==> src/verilog/rle_pkg.sv <==
package rle_pkg;

    // ------------------------------------------------------------
    // register indices, byte address is four times the index
    // ------------------------------------------------------------
    localparam logic [5:0] IDX_BLOCK_IRQ_ENABLE    = 6'h01;
    localparam logic [5:0] IDX_ALARM_ERROR_STATUS  = 6'h02;
    localparam logic [5:0] IDX_ALARM_ERROR_IRQ_EN  = 6'h03;
    localparam logic [5:0] IDX_IRQ_CONTROL         = 6'h04;
    localparam logic [5:0] IDX_STATUS_CLEAR        = 6'h05;
    localparam logic [5:0] IDX_LINE_STATE          = 6'h06;
    localparam logic [5:0] IDX_VIOLATION_COUNT     = 6'h07;

    // ------------------------------------------------------------
    // field positions
    // ------------------------------------------------------------
    localparam int POS_VIOLATION       = 3;
    localparam int POS_LOSS_OF_SIGNAL  = 4;
    localparam int POS_BLOCK_AE_ENABLE = 1;
    localparam int POS_CLEAR_ON_READ   = 0;
    localparam int POS_LIVE_LOS        = 0;
    localparam int POS_LAST_POLARITY   = 1;

    // event order used by the status generate loop
    localparam int NUM_EVENTS = 2;
    localparam int EVT_VIOLATION = 0;
    localparam int EVT_LOSS      = 1;

    // ------------------------------------------------------------
    // reset values
    // ------------------------------------------------------------
    localparam logic [7:0]  RST_BLOCK_IRQ_ENABLE = 8'h00;
    localparam logic [7:0]  RST_AE_IRQ_ENABLE    = 8'h00;
    localparam logic [7:0]  RST_IRQ_CONTROL      = 8'h00;
    localparam logic [15:0] RST_VIOLATION_COUNT  = 16'h0000;

    // ------------------------------------------------------------
    // timing counts
    // ------------------------------------------------------------
    // consecutive zero bits counted before loss of signal; the next zero bit declares it
    localparam logic [7:0]  LOS_ZERO_BITS = 8'h20;

    // ------------------------------------------------------------
    // bus handshake states
    // ------------------------------------------------------------
    typedef enum logic [0:0] {
        BUS_IDLE = 1'b0,
        BUS_ACK  = 1'b1
    } rle_bus_e;

endpackage

==> src/verilog/rle_line_decoder.sv <==
`timescale 1ns/100ps
`default_nettype none

module rle_line_decoder (
    input  wire logic clk,
    input  wire logic rst_n,
    input  wire logic ce,
    input  wire logic bitStrobe,
    input  wire logic pulsePos,
    input  wire logic pulseNeg,
    output logic      violationEvt,
    output logic      losLevel,
    output logic      lastNegFf
);

    logic [7:0] zeroCntFf;
    logic       seenPulseFf;
    logic       anyPulse;

    assign anyPulse = pulsePos | pulseNeg;

    // ------------------------------------------------------------
    // alternate mark inversion check
    // ------------------------------------------------------------
    // both rails at once cannot be a legal mark, so it counts too
    always_ff @(posedge clk or negedge rst_n) begin
        if (!rst_n) begin
            violationEvt <= 1'b0;
            lastNegFf    <= 1'b0;
            seenPulseFf  <= 1'b0;
        end else if (ce) begin
            violationEvt <= 1'b0;
            if (bitStrobe && anyPulse) begin
                violationEvt <= (pulsePos & pulseNeg)
                    | (seenPulseFf & (pulseNeg == lastNegFf));
                lastNegFf    <= pulseNeg;
                seenPulseFf  <= 1'b1;
            end
        end
    end

    // ------------------------------------------------------------
    // loss of signal, run of zeros
    // ------------------------------------------------------------
    always_ff @(posedge clk or negedge rst_n) begin
        if (!rst_n) begin
            zeroCntFf <= 8'h00;
            losLevel  <= 1'b0;
        end else if (ce && bitStrobe) begin
            if (anyPulse) begin
                zeroCntFf <= 8'h00;
                losLevel  <= 1'b0;
            end else if (zeroCntFf != rle_pkg::LOS_ZERO_BITS) begin
                zeroCntFf <= zeroCntFf + 8'h01;
            end else begin
                losLevel  <= 1'b1;
            end
        end
    end

endmodule

`default_nettype wire

==> src/verilog/rle_irq_status.sv <==
`timescale 1ns/100ps
`default_nettype none

// Notes on behaviour
// - decode bipolar marks; a mark repeating the last polarity is a violation.
// - any violation sets status bit 3 of alarm_error_status.
// - enable bit 3 gates the violation interrupt.
// - block enable bit 1 gates every alarm/error interrupt.
// - interrupt only when both per-condition and block enables are one.
// - with clear_on_read set, reading status clears its bits and interrupt.
// - set violation or loss bits hold until read with clear_on_read set, or until written clear with it unset.
// - enable bit 4 gates the loss-of-signal interrupt.
// - loss of signal sets status bit 4.
// - status bits show a change of the condition, not its level.
module rle_irq_status (
    input  wire logic        clk,
    input  wire logic        rst_n,
    input  wire logic        ce,
    input  wire logic        linePos,
    input  wire logic        lineNeg,
    input  wire logic        lineStrobe,
    input  wire logic [7:0]  address,
    input  wire logic        read,
    input  wire logic        write,
    input  wire logic [31:0] writedata,
    input  wire logic [3:0]  byteenable,
    output logic      [31:0] readdata,
    output logic             waitrequest,
    output logic             irq
);

    // ------------------------------------------------------------
    // declarations
    // ------------------------------------------------------------
    logic [2:0]  pinAsync;
    logic [2:0]  pinSync;
    logic        strobeDlyFf;
    logic        bitStrobe;
    logic        violationEvt;
    logic        losLevel;
    logic        lastNeg;
    logic        losPrevFf;
    logic        losChange;
    logic [1:0]  eventPulse;

    rle_pkg::rle_bus_e busStateFf;
    logic        accept;
    logic        rdAccept;
    logic        wrAccept;
    logic        wrBlockEn;
    logic        wrAeEn;
    logic        wrControl;
    logic        wrCount;
    logic        wrClear;
    logic [31:0] readdataFf;
    logic [31:0] nxt_readdata;

    logic [7:0]  blockIrqEnableFf;
    logic [7:0]  aeIrqEnableFf;
    logic [7:0]  irqControlFf;
    logic [15:0] violationCountFf;
    logic [7:0]  statusVec;
    logic [7:0]  clearMask;
    logic        irqFf;
    logic        nxt_irq;
    logic [1:0]  eventIrq;

    // ------------------------------------------------------------
    // address decode helper
    // ------------------------------------------------------------
    function automatic logic hitReg(input logic [7:0] addr,
                                    input logic [5:0] idx);
        hitReg = (addr[7:2] == idx) && (addr[1:0] == 2'b00);
    endfunction

    // ------------------------------------------------------------
    // pin synchronisers
    // ------------------------------------------------------------
    // stage 0 feeds only stage 1; logic reads stage 1 alone
    // ce low stalls these too, so the line goes unwatched meanwhile
    assign pinAsync = {lineStrobe, lineNeg, linePos};

    generate
        for (genvar si = 0; si < 3; si++) begin : gSync
            logic [1:0] stageFf;
            always_ff @(posedge clk or negedge rst_n) begin
                if (!rst_n) begin
                    stageFf <= 2'h0;
                end else if (ce) begin
                    stageFf <= {stageFf[0], pinAsync[si]};
                end
            end
            assign pinSync[si] = stageFf[1];
        end
    endgenerate

    // edge found after both stages, never on the raw pin
    always_ff @(posedge clk or negedge rst_n) begin
        if (!rst_n) begin
            strobeDlyFf <= 1'b0;
        end else if (ce) begin
            strobeDlyFf <= pinSync[2];
        end
    end

    // rails are sampled on the synchronised rising edge of the strobe
    assign bitStrobe = pinSync[2] & ~strobeDlyFf;

    // ------------------------------------------------------------
    // line decoder
    // ------------------------------------------------------------
    rle_line_decoder uDecoder (
        .clk          (clk),
        .rst_n        (rst_n),
        .ce           (ce),
        .bitStrobe    (bitStrobe),
        .pulsePos     (pinSync[0]),
        .pulseNeg     (pinSync[1]),
        .violationEvt (violationEvt),
        .losLevel     (losLevel),
        .lastNegFf    (lastNeg)
    );

    // ------------------------------------------------------------
    // condition change detection
    // ------------------------------------------------------------
    always_ff @(posedge clk or negedge rst_n) begin
        if (!rst_n) begin
            losPrevFf <= 1'b0;
        end else if (ce) begin
            losPrevFf <= losLevel;
        end
    end

    // loss bit flags both entry and exit of the condition
    assign losChange = losLevel ^ losPrevFf;

    assign eventPulse[rle_pkg::EVT_VIOLATION] = violationEvt;
    assign eventPulse[rle_pkg::EVT_LOSS]      = losChange;

    // ------------------------------------------------------------
    // avalon slave handshake
    // ------------------------------------------------------------
    // one wait state: request seen in idle, answered next cycle
    always_ff @(posedge clk or negedge rst_n) begin
        if (!rst_n) begin
            busStateFf <= rle_pkg::BUS_IDLE;
        end else if (ce) begin
            case (busStateFf)
                rle_pkg::BUS_IDLE: begin
                    if (read || write) begin
                        busStateFf <= rle_pkg::BUS_ACK;
                    end
                end
                rle_pkg::BUS_ACK: begin
                    busStateFf <= rle_pkg::BUS_IDLE;
                end
                default: begin
                    busStateFf <= rle_pkg::BUS_IDLE;
                end
            endcase
        end
    end

    // with ce low nothing is accepted, so the master keeps waiting
    assign accept      = ce && (busStateFf == rle_pkg::BUS_ACK)
                         && (read || write);
    assign waitrequest = (read || write) && !accept;
    assign rdAccept    = accept && read;
    assign wrAccept    = accept && write && byteenable[0];

    // ------------------------------------------------------------
    // write strobes
    // ------------------------------------------------------------
    // a misaligned or unmapped address hits nothing and is dropped
    assign wrBlockEn = wrAccept
                       && hitReg(address, rle_pkg::IDX_BLOCK_IRQ_ENABLE);
    assign wrAeEn    = wrAccept
                       && hitReg(address, rle_pkg::IDX_ALARM_ERROR_IRQ_EN);
    assign wrControl = wrAccept
                       && hitReg(address, rle_pkg::IDX_IRQ_CONTROL);
    assign wrCount   = wrAccept
                       && hitReg(address, rle_pkg::IDX_VIOLATION_COUNT);
    assign wrClear   = wrAccept
                       && (hitReg(address, rle_pkg::IDX_ALARM_ERROR_STATUS)
                        || hitReg(address, rle_pkg::IDX_STATUS_CLEAR));

    // ------------------------------------------------------------
    // read data
    // ------------------------------------------------------------
    always_comb begin
        nxt_readdata = 32'h0000_0000;
        if (hitReg(address, rle_pkg::IDX_BLOCK_IRQ_ENABLE)) begin
            nxt_readdata[7:0] = blockIrqEnableFf;
        end else if (hitReg(address, rle_pkg::IDX_ALARM_ERROR_STATUS)) begin
            nxt_readdata[7:0] = statusVec;
        end else if (hitReg(address, rle_pkg::IDX_ALARM_ERROR_IRQ_EN)) begin
            nxt_readdata[7:0] = aeIrqEnableFf;
        end else if (hitReg(address, rle_pkg::IDX_IRQ_CONTROL)) begin
            nxt_readdata[7:0] = irqControlFf;
        end else if (hitReg(address, rle_pkg::IDX_LINE_STATE)) begin
            nxt_readdata[rle_pkg::POS_LIVE_LOS]      = losLevel;
            nxt_readdata[rle_pkg::POS_LAST_POLARITY] = lastNeg;
        end else if (hitReg(address, rle_pkg::IDX_VIOLATION_COUNT)) begin
            nxt_readdata[15:0] = violationCountFf;
        end
    end

    // value captured in the wait cycle, stands on the accept edge
    always_ff @(posedge clk or negedge rst_n) begin
        if (!rst_n) begin
            readdataFf <= 32'h0000_0000;
        end else if (ce) begin
            if (read && busStateFf == rle_pkg::BUS_IDLE) begin
                readdataFf <= nxt_readdata;
            end
        end
    end

    assign readdata = readdataFf;

    // ------------------------------------------------------------
    // control registers
    // ------------------------------------------------------------
    // a refused write is still answered, only the register holds
    always_ff @(posedge clk or negedge rst_n) begin
        if (!rst_n) begin
            blockIrqEnableFf <= rle_pkg::RST_BLOCK_IRQ_ENABLE;
        end else if (wrBlockEn) begin
            blockIrqEnableFf <= writedata[7:0];
        end
    end

    always_ff @(posedge clk or negedge rst_n) begin
        if (!rst_n) begin
            aeIrqEnableFf <= rle_pkg::RST_AE_IRQ_ENABLE;
        end else if (wrAeEn) begin
            aeIrqEnableFf <= writedata[7:0];
        end
    end

    always_ff @(posedge clk or negedge rst_n) begin
        if (!rst_n) begin
            irqControlFf <= rle_pkg::RST_IRQ_CONTROL;
        end else if (wrControl) begin
            irqControlFf <= writedata[7:0];
        end
    end

    // ------------------------------------------------------------
    // violation counter
    // ------------------------------------------------------------
    // saturates rather than wraps so a burst is never under-reported
    always_ff @(posedge clk or negedge rst_n) begin
        if (!rst_n) begin
            violationCountFf <= rle_pkg::RST_VIOLATION_COUNT;
        end else if (ce) begin
            if (wrCount) begin
                violationCountFf <= {15'h0000, violationEvt};
            end else if (violationEvt && violationCountFf != 16'hFFFF) begin
                violationCountFf <= violationCountFf + 16'h0001;
            end
        end
    end

    // ------------------------------------------------------------
    // clear mask for status bits
    // ------------------------------------------------------------
    always_comb begin
        clearMask = 8'h00;
        if (rdAccept && irqControlFf[rle_pkg::POS_CLEAR_ON_READ]
                && hitReg(address, rle_pkg::IDX_ALARM_ERROR_STATUS)) begin
            // only bits the host saw; an event in the wait cycle survives
            clearMask = readdataFf[7:0];
        end else if (wrClear && !irqControlFf[rle_pkg::POS_CLEAR_ON_READ]) begin
            clearMask = writedata[7:0];
        end
    end

    // ------------------------------------------------------------
    // sticky status bits
    // ------------------------------------------------------------
    // a new event in the clearing cycle wins over the clear
    localparam int EVT_POS [rle_pkg::NUM_EVENTS] =
        '{rle_pkg::POS_VIOLATION, rle_pkg::POS_LOSS_OF_SIGNAL};

    generate
        for (genvar gi = 0; gi < rle_pkg::NUM_EVENTS; gi++) begin : gSts
            logic stickyFf;
            always_ff @(posedge clk or negedge rst_n) begin
                if (!rst_n) begin
                    stickyFf <= 1'b0;
                end else if (ce) begin
                    if (eventPulse[gi]) begin
                        stickyFf <= 1'b1;
                    end else if (clearMask[EVT_POS[gi]]) begin
                        stickyFf <= 1'b0;
                    end
                end
            end
            // held here until a read clears it (clear_on_read set) or a status write does (clear_on_read unset)
            assign statusVec[EVT_POS[gi]] = stickyFf;
        end
    endgenerate

    // positions without a condition in this block read as zero
    assign statusVec[2:0] = 3'h0;
    assign statusVec[7:5] = 3'h0;

    // ------------------------------------------------------------
    // interrupt output
    // ------------------------------------------------------------
    // each condition counts only while its own enable bit is set
    generate
        for (genvar ei = 0; ei < rle_pkg::NUM_EVENTS; ei++) begin : gIrq
            assign eventIrq[ei] = statusVec[EVT_POS[ei]]
                                  & aeIrqEnableFf[EVT_POS[ei]];
        end
    endgenerate

    always_comb begin
        nxt_irq = (|eventIrq)
                  & blockIrqEnableFf[rle_pkg::POS_BLOCK_AE_ENABLE];
    end

    // registered to keep the pin glitch free; lags status by a cycle
    always_ff @(posedge clk or negedge rst_n) begin
        if (!rst_n) begin
            irqFf <= 1'b0;
        end else if (ce) begin
            irqFf <= nxt_irq;
        end
    end

    assign irq = irqFf;

endmodule

`default_nettype wire

==> config.mk <==
export PLATFORM = sky130hd
export DESIGN_NAME = rle_irq_status
export DESIGN_NICKNAME = d
export VERILOG_FILES = /design/src/verilog/rle_pkg.sv /design/src/verilog/rle_line_decoder.sv /design/src/verilog/rle_irq_status.sv
export SDC_FILE = /design/constraint.sdc
export NUM_CORES = 1
export LEC_CHECK = 0
export BUFFER_PORTS_ARGS = -buffer_cell sky130_fd_sc_hd__buf_2
export CELL_PAD_IN_SITES_DETAIL_PLACEMENT = 0
export CELL_PAD_IN_SITES_GLOBAL_PLACEMENT = 1
export CORE_MARGIN = 5
export CORE_UTILIZATION = 42
export CTS_CLUSTER_DIAMETER = 100
export DETAILED_ROUTE_END_ITERATION = 7
export GPL_ROUTABILITY_DRIVEN = 0
export HOLD_SLACK_MARGIN = 0.1
export PLACE_DENSITY = 0.85
export SYNTH_ARGS = -nofsm -noshare
export SYNTH_HDL_FRONTEND = slang
export SYNTH_SLANG_ARGS = --single-unit
==> constraint.sdc <==
create_clock -name clk -period 2.6 [get_ports clk]
set_input_delay 0.39 -clock clk [delete_from_list [all_inputs] [get_ports clk]]
set_output_delay 0.39 -clock clk [all_outputs]
set_load 0.01 [all_outputs]
==> results of run 1 <==
-- flip-flops by register name (all words and copies together) (netlist names) --
name	count
uDecoder.lastNegFf	1
strobeDlyFf	1
aeIrqEnableFf	8
irqControlFf	8
uDecoder.seenPulseFf	1
busStateFf	1
readdata	16
gSts.stickyFf	2
uDecoder.zeroCntFf	8
blockIrqEnableFf	8
uDecoder.losLevel	1
irq	1
uDecoder.violationEvt	1
gSync.stageFf	6
losPrevFf	1
violationCountFf	16
-- Yosys cell counts (all sizes together), types with 3 or more instances --
library cell	n
mux2i	4
xor2	7
and2	3
nor3b	4
clkbuf	9
nor2b	7
ha	3
xnor2	10
a22oi	5
o221ai	5
nor4	5
nor2	30
and3	3
mux2	33
inv	8
nand3	12
nor3	11
a211oi	4
o21ai	13
buf	21
dfrtp	80
a21oi	14
a31oi	6
nand4	8
a22o	13
nand2	35
-- layout make-up --
class                           instances  share of cell area (%)
Clock buffer                           10                    3.01
Multi-Input combinational cell        276                    40.4
Sequential cell                        80                    43.8
Clock inverter                          6                   0.766
Inverter                                8                   0.656
Timing Repair Buffer                   60                    7.93
Tap cell                              129                    3.53
-- metal layers --
metal	track usage [%]	part of all wire, %
met5	0	0
met4	5.50	1.2
met3	3.12	4.5
met2	22.8	46
met1	22.9	49
-- how the worst min path moves through the flow --
| stage | endpoint | cells after the start |
|---|---|---|
| after global routing | gSync[0].stageFf[0] | 2 |
| after detailed placement | readdata[7] | 1 |
| final | gSync[1].stageFf[0] | 2 |
| after global placement | readdata[1] | 2 |
| after CTS | gSync[1].stageFf[0] | 2 |
| after floorplan | aeIrqEnableFf[0] | 0 |
-- power groups by stage --
stage                     clock, mW  combinational [mW]  sequential [mW]
final                         0.819               0.305             1.42
after global routing          0.891               0.357             1.44
after CTS                     0.844               0.309             1.42
after detailed placement          0               0.307             1.45
after global placement            0               0.295             1.44
after floorplan                   0               0.231             1.41
-- worst register-to-register path: cells and delay by family, from the launching register on --
family	cells	cell delay [ps]
simple gates	4	830
xor+xnor	1	180
flops	1	470
fa+ha+maj	1	230
-- logic make-up (layout without fill, tap and decap cells) --
| logic type | count (synthesis) | after routing | share of synthesized area, % |
|---|---|---|---|
| adders and majority gates | 3 | 3 | 0.936 |
| other | 1 | 16 | 0.0935 |
| buffers and inverters | 38 | 84 | 5.49 |
| muxes | 37 | 37 | 10.3 |
| xor gates and xnor gates | 17 | 17 | 3.71 |
| and+or+nand+nor | 131 | 131 | 17.4 |
| AOI/OAI and AO/OA | 72 | 72 | 12.2 |
| DFF | 80 | 80 | 49.9 |
-- placed cells by master (no fill, tap or decap), types with 2 or more instances in the layout --
| master | count |
|---|---|
| and3_1 | 3 |
| nor2_1 | 30 |
| clkinv_2 | 4 |
| nor3_1 | 10 |
| o22ai_1 | 2 |
| mux2i_1 | 4 |
| o21a_1 | 2 |
| o21ai_0 | 13 |
| a22oi_1 | 5 |
| conb_1 | 16 |
| xor2_1 | 7 |
| nor3b_4 | 2 |
| nand3b_1 | 2 |
| nand2_1 | 35 |
| ha_1 | 3 |
| a31oi_1 | 6 |
| clkbuf_8 | 10 |
| nor4_1 | 3 |
| buf_2 | 41 |
| buf_4 | 17 |
| nor3b_1 | 2 |
| or3_1 | 2 |
| dfrtp_1 | 80 |
| clkinvlp_4 | 2 |
| a21oi_1 | 14 |
| a22o_1 | 13 |
| nand3_1 | 12 |
| nand4_1 | 8 |
| mux2_2 | 32 |
| a211oi_1 | 4 |
| o211ai_1 | 2 |
| nor2b_1 | 7 |
| inv_1 | 8 |
| xnor2_1 | 10 |
| and2_1 | 3 |
| o221ai_1 | 5 |
-- stage by stage --
step | utilization [%] | area [um2] | cells | total power, mW
global route | 49.3 | 4580 | 569 | 2.69
global placement | 47.3 | 4390 | 552 | 1.74
CTS | 49.3 | 4580 | 569 | 2.57
detailed placement | 47.3 | 4390 | 552 | 1.75
floorplan | - | 4070 | 394 | 1.64
finish | 49.3 | 4580 | 569 | 2.55
==> out/metrics.yaml, run 1 <==
seq_power_share_pct: 55.9
critPathSlowestCell: "or4_1"
skew_ps: 10.5
ys_ff_latch: 80
switching_share_pct: 28.7
cp-endpoint: "aeIrqEnableFf[1]"
path_buf_inv: 3
fmax_mhz: 483
clock_power_share_pct: 32.2
cts_buffer_depth: 2
reg2reg_from: "violationCountFf[0]"
clk_pin_slew_worst_paths_ps: 80
cts_tree: "yes"
hp-class: "in2reg"
r2r_end: "violationCountFf[14]"
worstPathRequired_ps: 2840
path_depth: 7
die_h_um: 108
synth_top_area_share_pct: 49.9
start_util_pct: 43.2
seq_area_mm2: 0.00200
post_cts_buffers: 0
setup_violations: 0
synth-seq-area-share_pct: 49.9
drt_first_pass_iters: 4
post_cts_resized: 0
maxSlewViolCount: 0
dp_slack_ps: 164
clock_latency_ps: 360
leakage_nw: 2.11
critPathArrivalTime_ps: 2310
switchingPower_mw: 0.730
grt.overflow.total: 0
outcome: "complete, no violations"
fin_ws_ps: 530
powerDensity_mw_per_mm2: 557
vias: 2948
cts_buffers: 9
startpoint: "address[7]"
path_max_fanout: 9
synthTopCellsByArea: "dfrtp_1 50%, mux2_2 9.0%, nand2_1 3.3%, buf_4 3.0%, a22o_1 2.8%"
cellInternalPower_mw: 1.82
area_growth_pct: 14.0
cts-root-buf: "clkbuf_8"
ir_drop_uv: 291
grt_pass1_wl_um: 14400
grt_pass1_vias: 2840
power.share.combinational_pct: 12.0
relSlewSlack_pct: 53.7
ioPinCount: 86
avgSynthCellArea_um2: 10.6
yosys.area.top_type: "dfrtp_1"
fin_crit_sh_pct: 79.6
drive_gt1_share_pct: 25.9
finalNetCount: 490
via_per_inst: 5.18
port_buffers: 42
maxCapViolCount: 0
grt_max_degree: 54
ys_warn_count: 0
path_cells: "buf_2 -> or4_1 -> or2_0 -> buf_4 -> nor4_4 -> buf_4 -> mux2_2"
antenna_found_initial: 0
grt_usage_pct: 15.6
antenna_cells: 0
cts.sinks: 80
ant_nets: 0
dieArea_mm2: 0.0116
slowest_delay_ps: 540
finalHoldViolations: 0
netlist_instances: 379
min_period_ps: 2070
drtIter0Drc: 103
syn_area_mm2: 0.00401
multi_input_area_mm2: 0.00185
core_area_mm2: 0.00928
ys.flop_type: "dfrtp_1"
rrSetupSlack_ps: 790
whs_ps: 265
wirelength_um: 8560
rows: 35
nFillCells: 888
synth_edf_count: 0
post-route-drc-count: 0
htreeDepth: 3
grt_setup_unrepaired: "false"
r2r_cells: 6
critical_path.top_delay_family: "simple AND/OR/NAND/NOR gates"
worst_path_most_repeated_cell: "buf_4"
ys_async_sr_fraction_pct: 100
setup-tns-final_ps: 0
die_w_um: 108
cp-start-kind: "input pin"
avgRoutedWirePerCell_um: 15.0
critPathKind: "in2reg"
post-dp-hpwl_um: 6210
crit_path_end_kind: "flip-flop"
synth_cell_types: 55
hp-start: "lineNeg"
max_slew.worst_pin.slew_ps: 694
cts_hold_buf: 1
Note: power is estimated with default switching activity, not from simulation.
==> run 2: changes to the inputs <==
ABC_AREA = 1   (was unset)
CORE_UTILIZATION = 36   (was 42)
PLACE_DENSITY = 0.82   (was 0.85)
clock period = 1.74 ns   (was 2.6 ns; I/O delays follow)
==> run 2 against run 1 <==
Net effect: critical path depth is 3 higher; clock power grew to 2.5 times the previous value; sequential share of layout area down 5.2 points; first-iteration DRC count rose by 77%; combinational power increased by 120%; largest cell class unchanged; largest power group unchanged; highest routed layer unchanged.
==> out/metrics.yaml, run 2 <==
outcome: "complete, no violations"
fin_ws_ps: 113  # -417 ps
via_per_inst: 4.77  # -7.8%
ir_drop_uv: 585  # +100%
drtIter0Drc: 182  # +77%
syn_area_mm2: 0.00426  # +6.1%
skew_ps: 6.93  # -3.59 ps
wirelength_um: 10200  # +20%
fin_crit_sh_pct: 93.5
post-route-drc-count: 0  # unchanged
core_area_mm2: 0.0115  # +24%
dp_cells: 760  # +38%
fmax_mhz: 615
synth_top_area_share_pct: 47.0  # -2.9 points
ys_async_sr_fraction_pct: 100  # unchanged
cts_buffers: 9  # unchanged
cts_buffer_depth: 2  # unchanged
final_cell_mix: "176 x nand2_1, 80 x dfrtp_1, 52 x inv_1"
nFillCells: 1150  # +30%
antenna_found_initial: 0  # unchanged
ys.flop_type: "dfrtp_1"
ant_nets: 0  # unchanged
avgRoutedWirePerCell_um: 13.1  # -13%
relSlewSlack_pct: 64.5  # +11 points
maxCapViolCount: 0  # unchanged
synth_edf_count: 0  # unchanged
grt_pass1_wl_um: 17400  # +21%
die_h_um: 119  # +10%
synth-seq-area-share_pct: 47.0  # -2.9 points
antenna_cells: 0  # unchanged
die_w_um: 119  # +10%
worstPathRequired_ps: 2010  # -830 ps
critPathArrivalTime_ps: 1900  # -410 ps
reg2reg_from: "violationCountFf[0]"
clock_latency_ps: 330  # -30 ps
whs_ps: 137  # -128 ps
synthTopCellsByArea: "dfrtp_1 47%, nand2_1 16%, nand3_1 4.6%, inv_1 4.6%, o21ai_0 4.0%"
cts.sinks: 80  # unchanged
vias: 3724  # +26%
avgSynthCellArea_um2: 7.67  # -28%
start_util_pct: 37.0  # -6.2 points
finalHoldViolations: 0  # unchanged
cts-root-buf: "clkbuf_16"
wl_met1_um: 4610  # +10%
rows: 39  # +11%
critPathKind: "reg2reg"
powerDensity_mw_per_mm2: 936  # +68%
seq_area_mm2: 0.00200  # unchanged
cp-start-kind: "flip-flop"
htreeDepth: 3  # unchanged
r2r_cells: 10  # +4
drt_first_pass_iters: 4  # unchanged
rrSetupSlack_ps: 110  # -680 ps
final_cells: 780  # +37%
setup_violations: 0  # unchanged
port_buffers: 42  # unchanged
min_period_ps: 1630
grt_usage_pct: 14.9  # -0.67 points
leakage_nw: 2.65  # +25%
post-dp-hpwl_um: 7450  # +20%
drive_gt1_share_pct: 19.2  # -6.8 points
hp-class: "in2reg"
area_growth_pct: 21.8
synth_cell_types: 34  # -38%
min_to: "gSync[2].stageFf[0]"
synth_common_cells: "177 x nand2_1, 80 x dfrtp_1, 52 x inv_1"
ys_ff_latch: 80  # unchanged
top_layer_used: "met4"
grt_max_degree: 38  # -30%
synth_most_common_cell: "nand2_1"
ioPinCount: 86  # unchanged
hold_depth: 3  # +1
dieArea_mm2: 0.0141  # +22%
clk_pin_slew_worst_paths_ps: 60  # -20 ps
grt_pass1_vias: 3624  # +28%
yosys.area.top_type: "dfrtp_1"
crit_path_end_kind: "flip-flop"
wl_met2_um: 4990  # +28%
r2r_end: "violationCountFf[15]"
final_common_cell: "nand2_1"
netlist_instances: 555  # +46%
cts_tree: "yes"
route.met3.wl_um: 511  # +33%
hp-start: "lineStrobe"
finalNetCount: 687  # +40%
ys_warn_count: 0  # unchanged
max_slew.worst_pin.slew_ps: 531  # -163 ps
path_max_fanout: 7  # -2
dp_slack_ps: 90.5  # -73.5 ps
startpoint: "violationCountFf[0]"
grt.overflow.total: 0  # unchanged
multi_input_area_mm2: 0.00195  # +5.4%
maxSlewViolCount: 0  # unchanged
-- run 2: worst max-delay path by stage --
stage                                      end  slack (ps)  cells past startpoint
after global routing       violationCountFf[6]        -0.8                     10
final                     violationCountFf[15]         110                     10
after detailed placement   violationCountFf[6]          90                     10
after CTS                 violationCountFf[14]          70                     10
after floorplan           violationCountFf[15]         180                      9
after global placement    violationCountFf[14]         130                     10
-- run 2: per-layer routing --
layer,vias up,GRT usage [%]
met5,-,0
met4,0,4.49
met2,93,25.4
met1,1716,18.9
li1,1905,-
met3,10,3.58
-- run 2: kinds of logic after synthesis --
logic type / after synthesis / synth area share (%)
xor gates and xnor gates: 10 / 2.06
DFF: 80 / 47.0
AOI/OAI and AO/OA: 71 / 8.73
other: 1 / 0.0880
muxes: 2 / 0.529
buffers and inverters: 88 / 9.46
and+or+nand+nor: 300 / 31.3
adders and majority gates: 3 / 0.881
-- run 2: repair_timing --
item                       4_1_cts  5_1_grt
hold buffers                     1        0
buffers inserted                 0        3
hold endpoints to repair        25        0
setup endpoints to repair        0       17
resized for setup                0        6
-- run 2: through the flow --
stage                     setup TNS (ps)  area (um2)  power, mW  util (%)
after global placement                 0        4800       2.77      41.7
after CTS                              0        5130       4.90      44.6
after detailed placement               0        4800       2.79      41.7
after floorplan                        0        4320       2.51         -
final                                  0        5190       4.85      45.0
after global routing              -0.762        5190       5.11      45.0
-- run 2: power breakdown --
part	switching (mW)	internal, mW	leakage [nW]
clock network	0.803	1.27	0.158
logic	0.408	0.270	1.43
registers	0.0955	2.00	1.06
-- run 2: cell type report --
class	count	area share, %
sequential	80	38.6
timing repair buffer	77	9.70
clock buffer	9	4.34
inverter	61	4.41
multi-input combinational	403	37.5
clock inverter	7	1.95
tap	143	3.45
-- run 2: critical path, cell delays in order, from the launching register on --
cell and delay, ps:
dfrtp_1 350, ha_2 200, nand3_2 80, nor2_4 150, nand2_4 80, nor2_4 140
nor2_4 70, buf_4 140, nor2_4 200, nand2_1 80, nand2_1 70
==> run 3: changes to the inputs <==
CORE_UTILIZATION = 43   (was 36)
PLACE_DENSITY = 0.91   (was 0.82)
clock period = 2 ns   (was 1.74 ns; I/O delays follow)
==> run 3 against run 2 <==
Net effect: combinational power is 29% lower; sequential share of layout area rose by 2.6 points; global-route usage increased by 1.7 points; sequential cell count did not move; first-iteration DRC count is 1.1% higher; non-clock buffer count fell by 21; critical path type unchanged; highest routed layer unchanged.
==> out/metrics.yaml, run 3 (synthesis results as in run 2) <==
final_cell_mix: "177 x nand2_1, 80 x dfrtp_1, 52 x inv_1"
cellInternalPower_mw: 2.54  # -28%
r2r_cells: 9  # -1
grt_max_degree: 44  # +16%
worstPathRequired_ps: 2240  # +230 ps
hp-class: "in2reg"
cts-root-buf: "clkbuf_8"
cts_tree: "yes"
avgRoutedWirePerCell_um: 12.7  # -3.3%
port_buffers: 42  # unchanged
maxSlewViolCount: 0  # unchanged
htreeDepth: 3  # unchanged
cts_buffer_depth: 2  # unchanged
leakage_nw: 2.48  # -6.6%
grt_setup_unrepaired: "false"
rrSetupSlack_ps: 310  # +200 ps
setup-tns-final_ps: 0  # unchanged
start_util_pct: 43.8  # +6.8 points
rows: 36  # -7.7%
startpoint: "violationCountFf[0]"
grt_pass1_vias: 3427  # -5.4%
min_period_ps: 1690  # +62.5 ps
ir_drop_uv: 365  # -38%
clock_power_share_pct: 35.4  # -7.4 points
clk_pin_slew_worst_paths_ps: 80  # +20 ps
outcome: "complete, no violations"
max_slew.worst_pin.slew_ps: 586  # +55.5 ps
skew_ps: 11.6  # +4.65 ps
fin_ws_ps: 310  # +197 ps
grt_pass1_wl_um: 15800  # -9.1%
area_growth_pct: 14.0
antenna_found_initial: 0  # unchanged
wirelength_um: 9490  # -7.3%
drive_gt1_share_pct: 15.6  # -3.5 points
die_h_um: 110  # -7.8%
antenna_cells: 0  # unchanged
fin_crit_sh_pct: 84.5  # -9.0 points
finalNetCount: 665  # -3.2%
hp-start: "lineNeg"
drt_first_pass_iters: 4  # unchanged
min_to: "gSync[1].stageFf[0]"
crit_path_end_kind: "flip-flop"
power_mw: 3.60  # -26%
core_area_mm2: 0.00973  # -16%
via_per_inst: 4.84  # +1.4%
maxCapViolCount: 0  # unchanged
grt.overflow.total: 0  # unchanged
r2r_end: "violationCountFf[11]"
finalHoldViolations: 0  # unchanged
reg2reg_from: "violationCountFf[0]"
critPathKind: "reg2reg"
final_common_cell: "nand2_1"
powerDensity_mw_per_mm2: 742  # -21%
switchingPower_mw: 1.06  # -19%
die_w_um: 110  # -7.8%
nFillCells: 983  # -15%
power.share.combinational_pct: 13.4  # -0.6 points
cp-start-kind: "flip-flop"
vias: 3622  # -2.7%
dp_slack_ps: 280  # +189 ps
post_cts_resized: 0  # unchanged
post-route-drc-count: 0  # unchanged
clock_latency_ps: 360  # +30 ps
relSlewSlack_pct: 60.9  # -3.6 points
critPathArrivalTime_ps: 1930  # +30 ps
seq_power_share_pct: 51.2  # +8.0 points
dieArea_mm2: 0.0120  # -15%
setup_violations: 0  # unchanged
path_max_fanout: 14  # +7
switching_share_pct: 29.4  # +2.5 points
ioPinCount: 86  # unchanged
cts.sinks: 80  # unchanged
grt_usage_pct: 16.7  # +1.7 points
fmax_mhz: 592  # -3.7%
post-dp-hpwl_um: 6950  # -6.7%
ant_nets: 0  # unchanged
drtIter0Drc: 184  # +1.1%
hold_depth: 2  # -1
cts_buffers: 9  # unchanged
==> run 3: stage by stage <==
step | util (%) | cells | cell area [um2] | hold slack, ps
after floorplan | - | 570 | 4320 | 4.41
final | 49.9 | 748 | 4850 | 172
after detailed placement | 47.6 | 731 | 4630 | 349
after global placement | 47.6 | 731 | 4630 | 338
after CTS | 49.9 | 748 | 4850 | 154
after global routing | 49.9 | 748 | 4850 | 148
==> run 3: worst max path at each step <==
stage	to
after floorplan	violationCountFf[15]
after global placement	aeIrqEnableFf[3]
after detailed placement	aeIrqEnableFf[1]
after CTS	violationCountFf[13]
after global routing	violationCountFf[15]
final	violationCountFf[11]
==> run 3: power groups by stage <==
stage	sequential, mW	combinational (mW)	clock [mW]
finish	1.85	0.484	1.27
global route	1.86	0.557	1.37
CTS	1.85	0.493	1.31
detailed placement	1.88	0.489	0
global placement	1.87	0.474	0
floorplan	1.87	0.317	0
==> run 3: per-layer routing <==
metal | GRT usage [%] | vias up | share of wire (%)
met4 | 4.27 | 0 | 1.1
li1 | - | 1861 | -
met3 | 4.52 | 9 | 3.9
met5 | 0 | - | 0
met1 | 20.4 | 1689 | 46
met2 | 29.1 | 63 | 49
==> run 3: layout make-up <==
cell class,count,area [um2],area share [%]
Tap cell,133,166,3.43
Multi-Input combinational cell,402,1910,39.4
Clock buffer,10,138,2.84
Sequential cell,80,2000,41.2
Timing Repair Buffer,56,333,6.86
Clock inverter,6,75.1,1.55
Inverter,61,229,4.72
==> run 3: critical path, cell delays in order (launching register included) <==
cell and delay (ps):
dfrtp_1 430, ha_1 260, nand3_1 110, nor2_2 60, nand2_4 90, nor2_4 40
nor2_4 340, nor2_8 110, nand2_1 80, nand2_1 60
==> run 3: repair_timing <==
action	4_1_cts	5_1_grt
hold buffers	1	0
buffers inserted	0	0
endpoints found under the hold margin	41	0
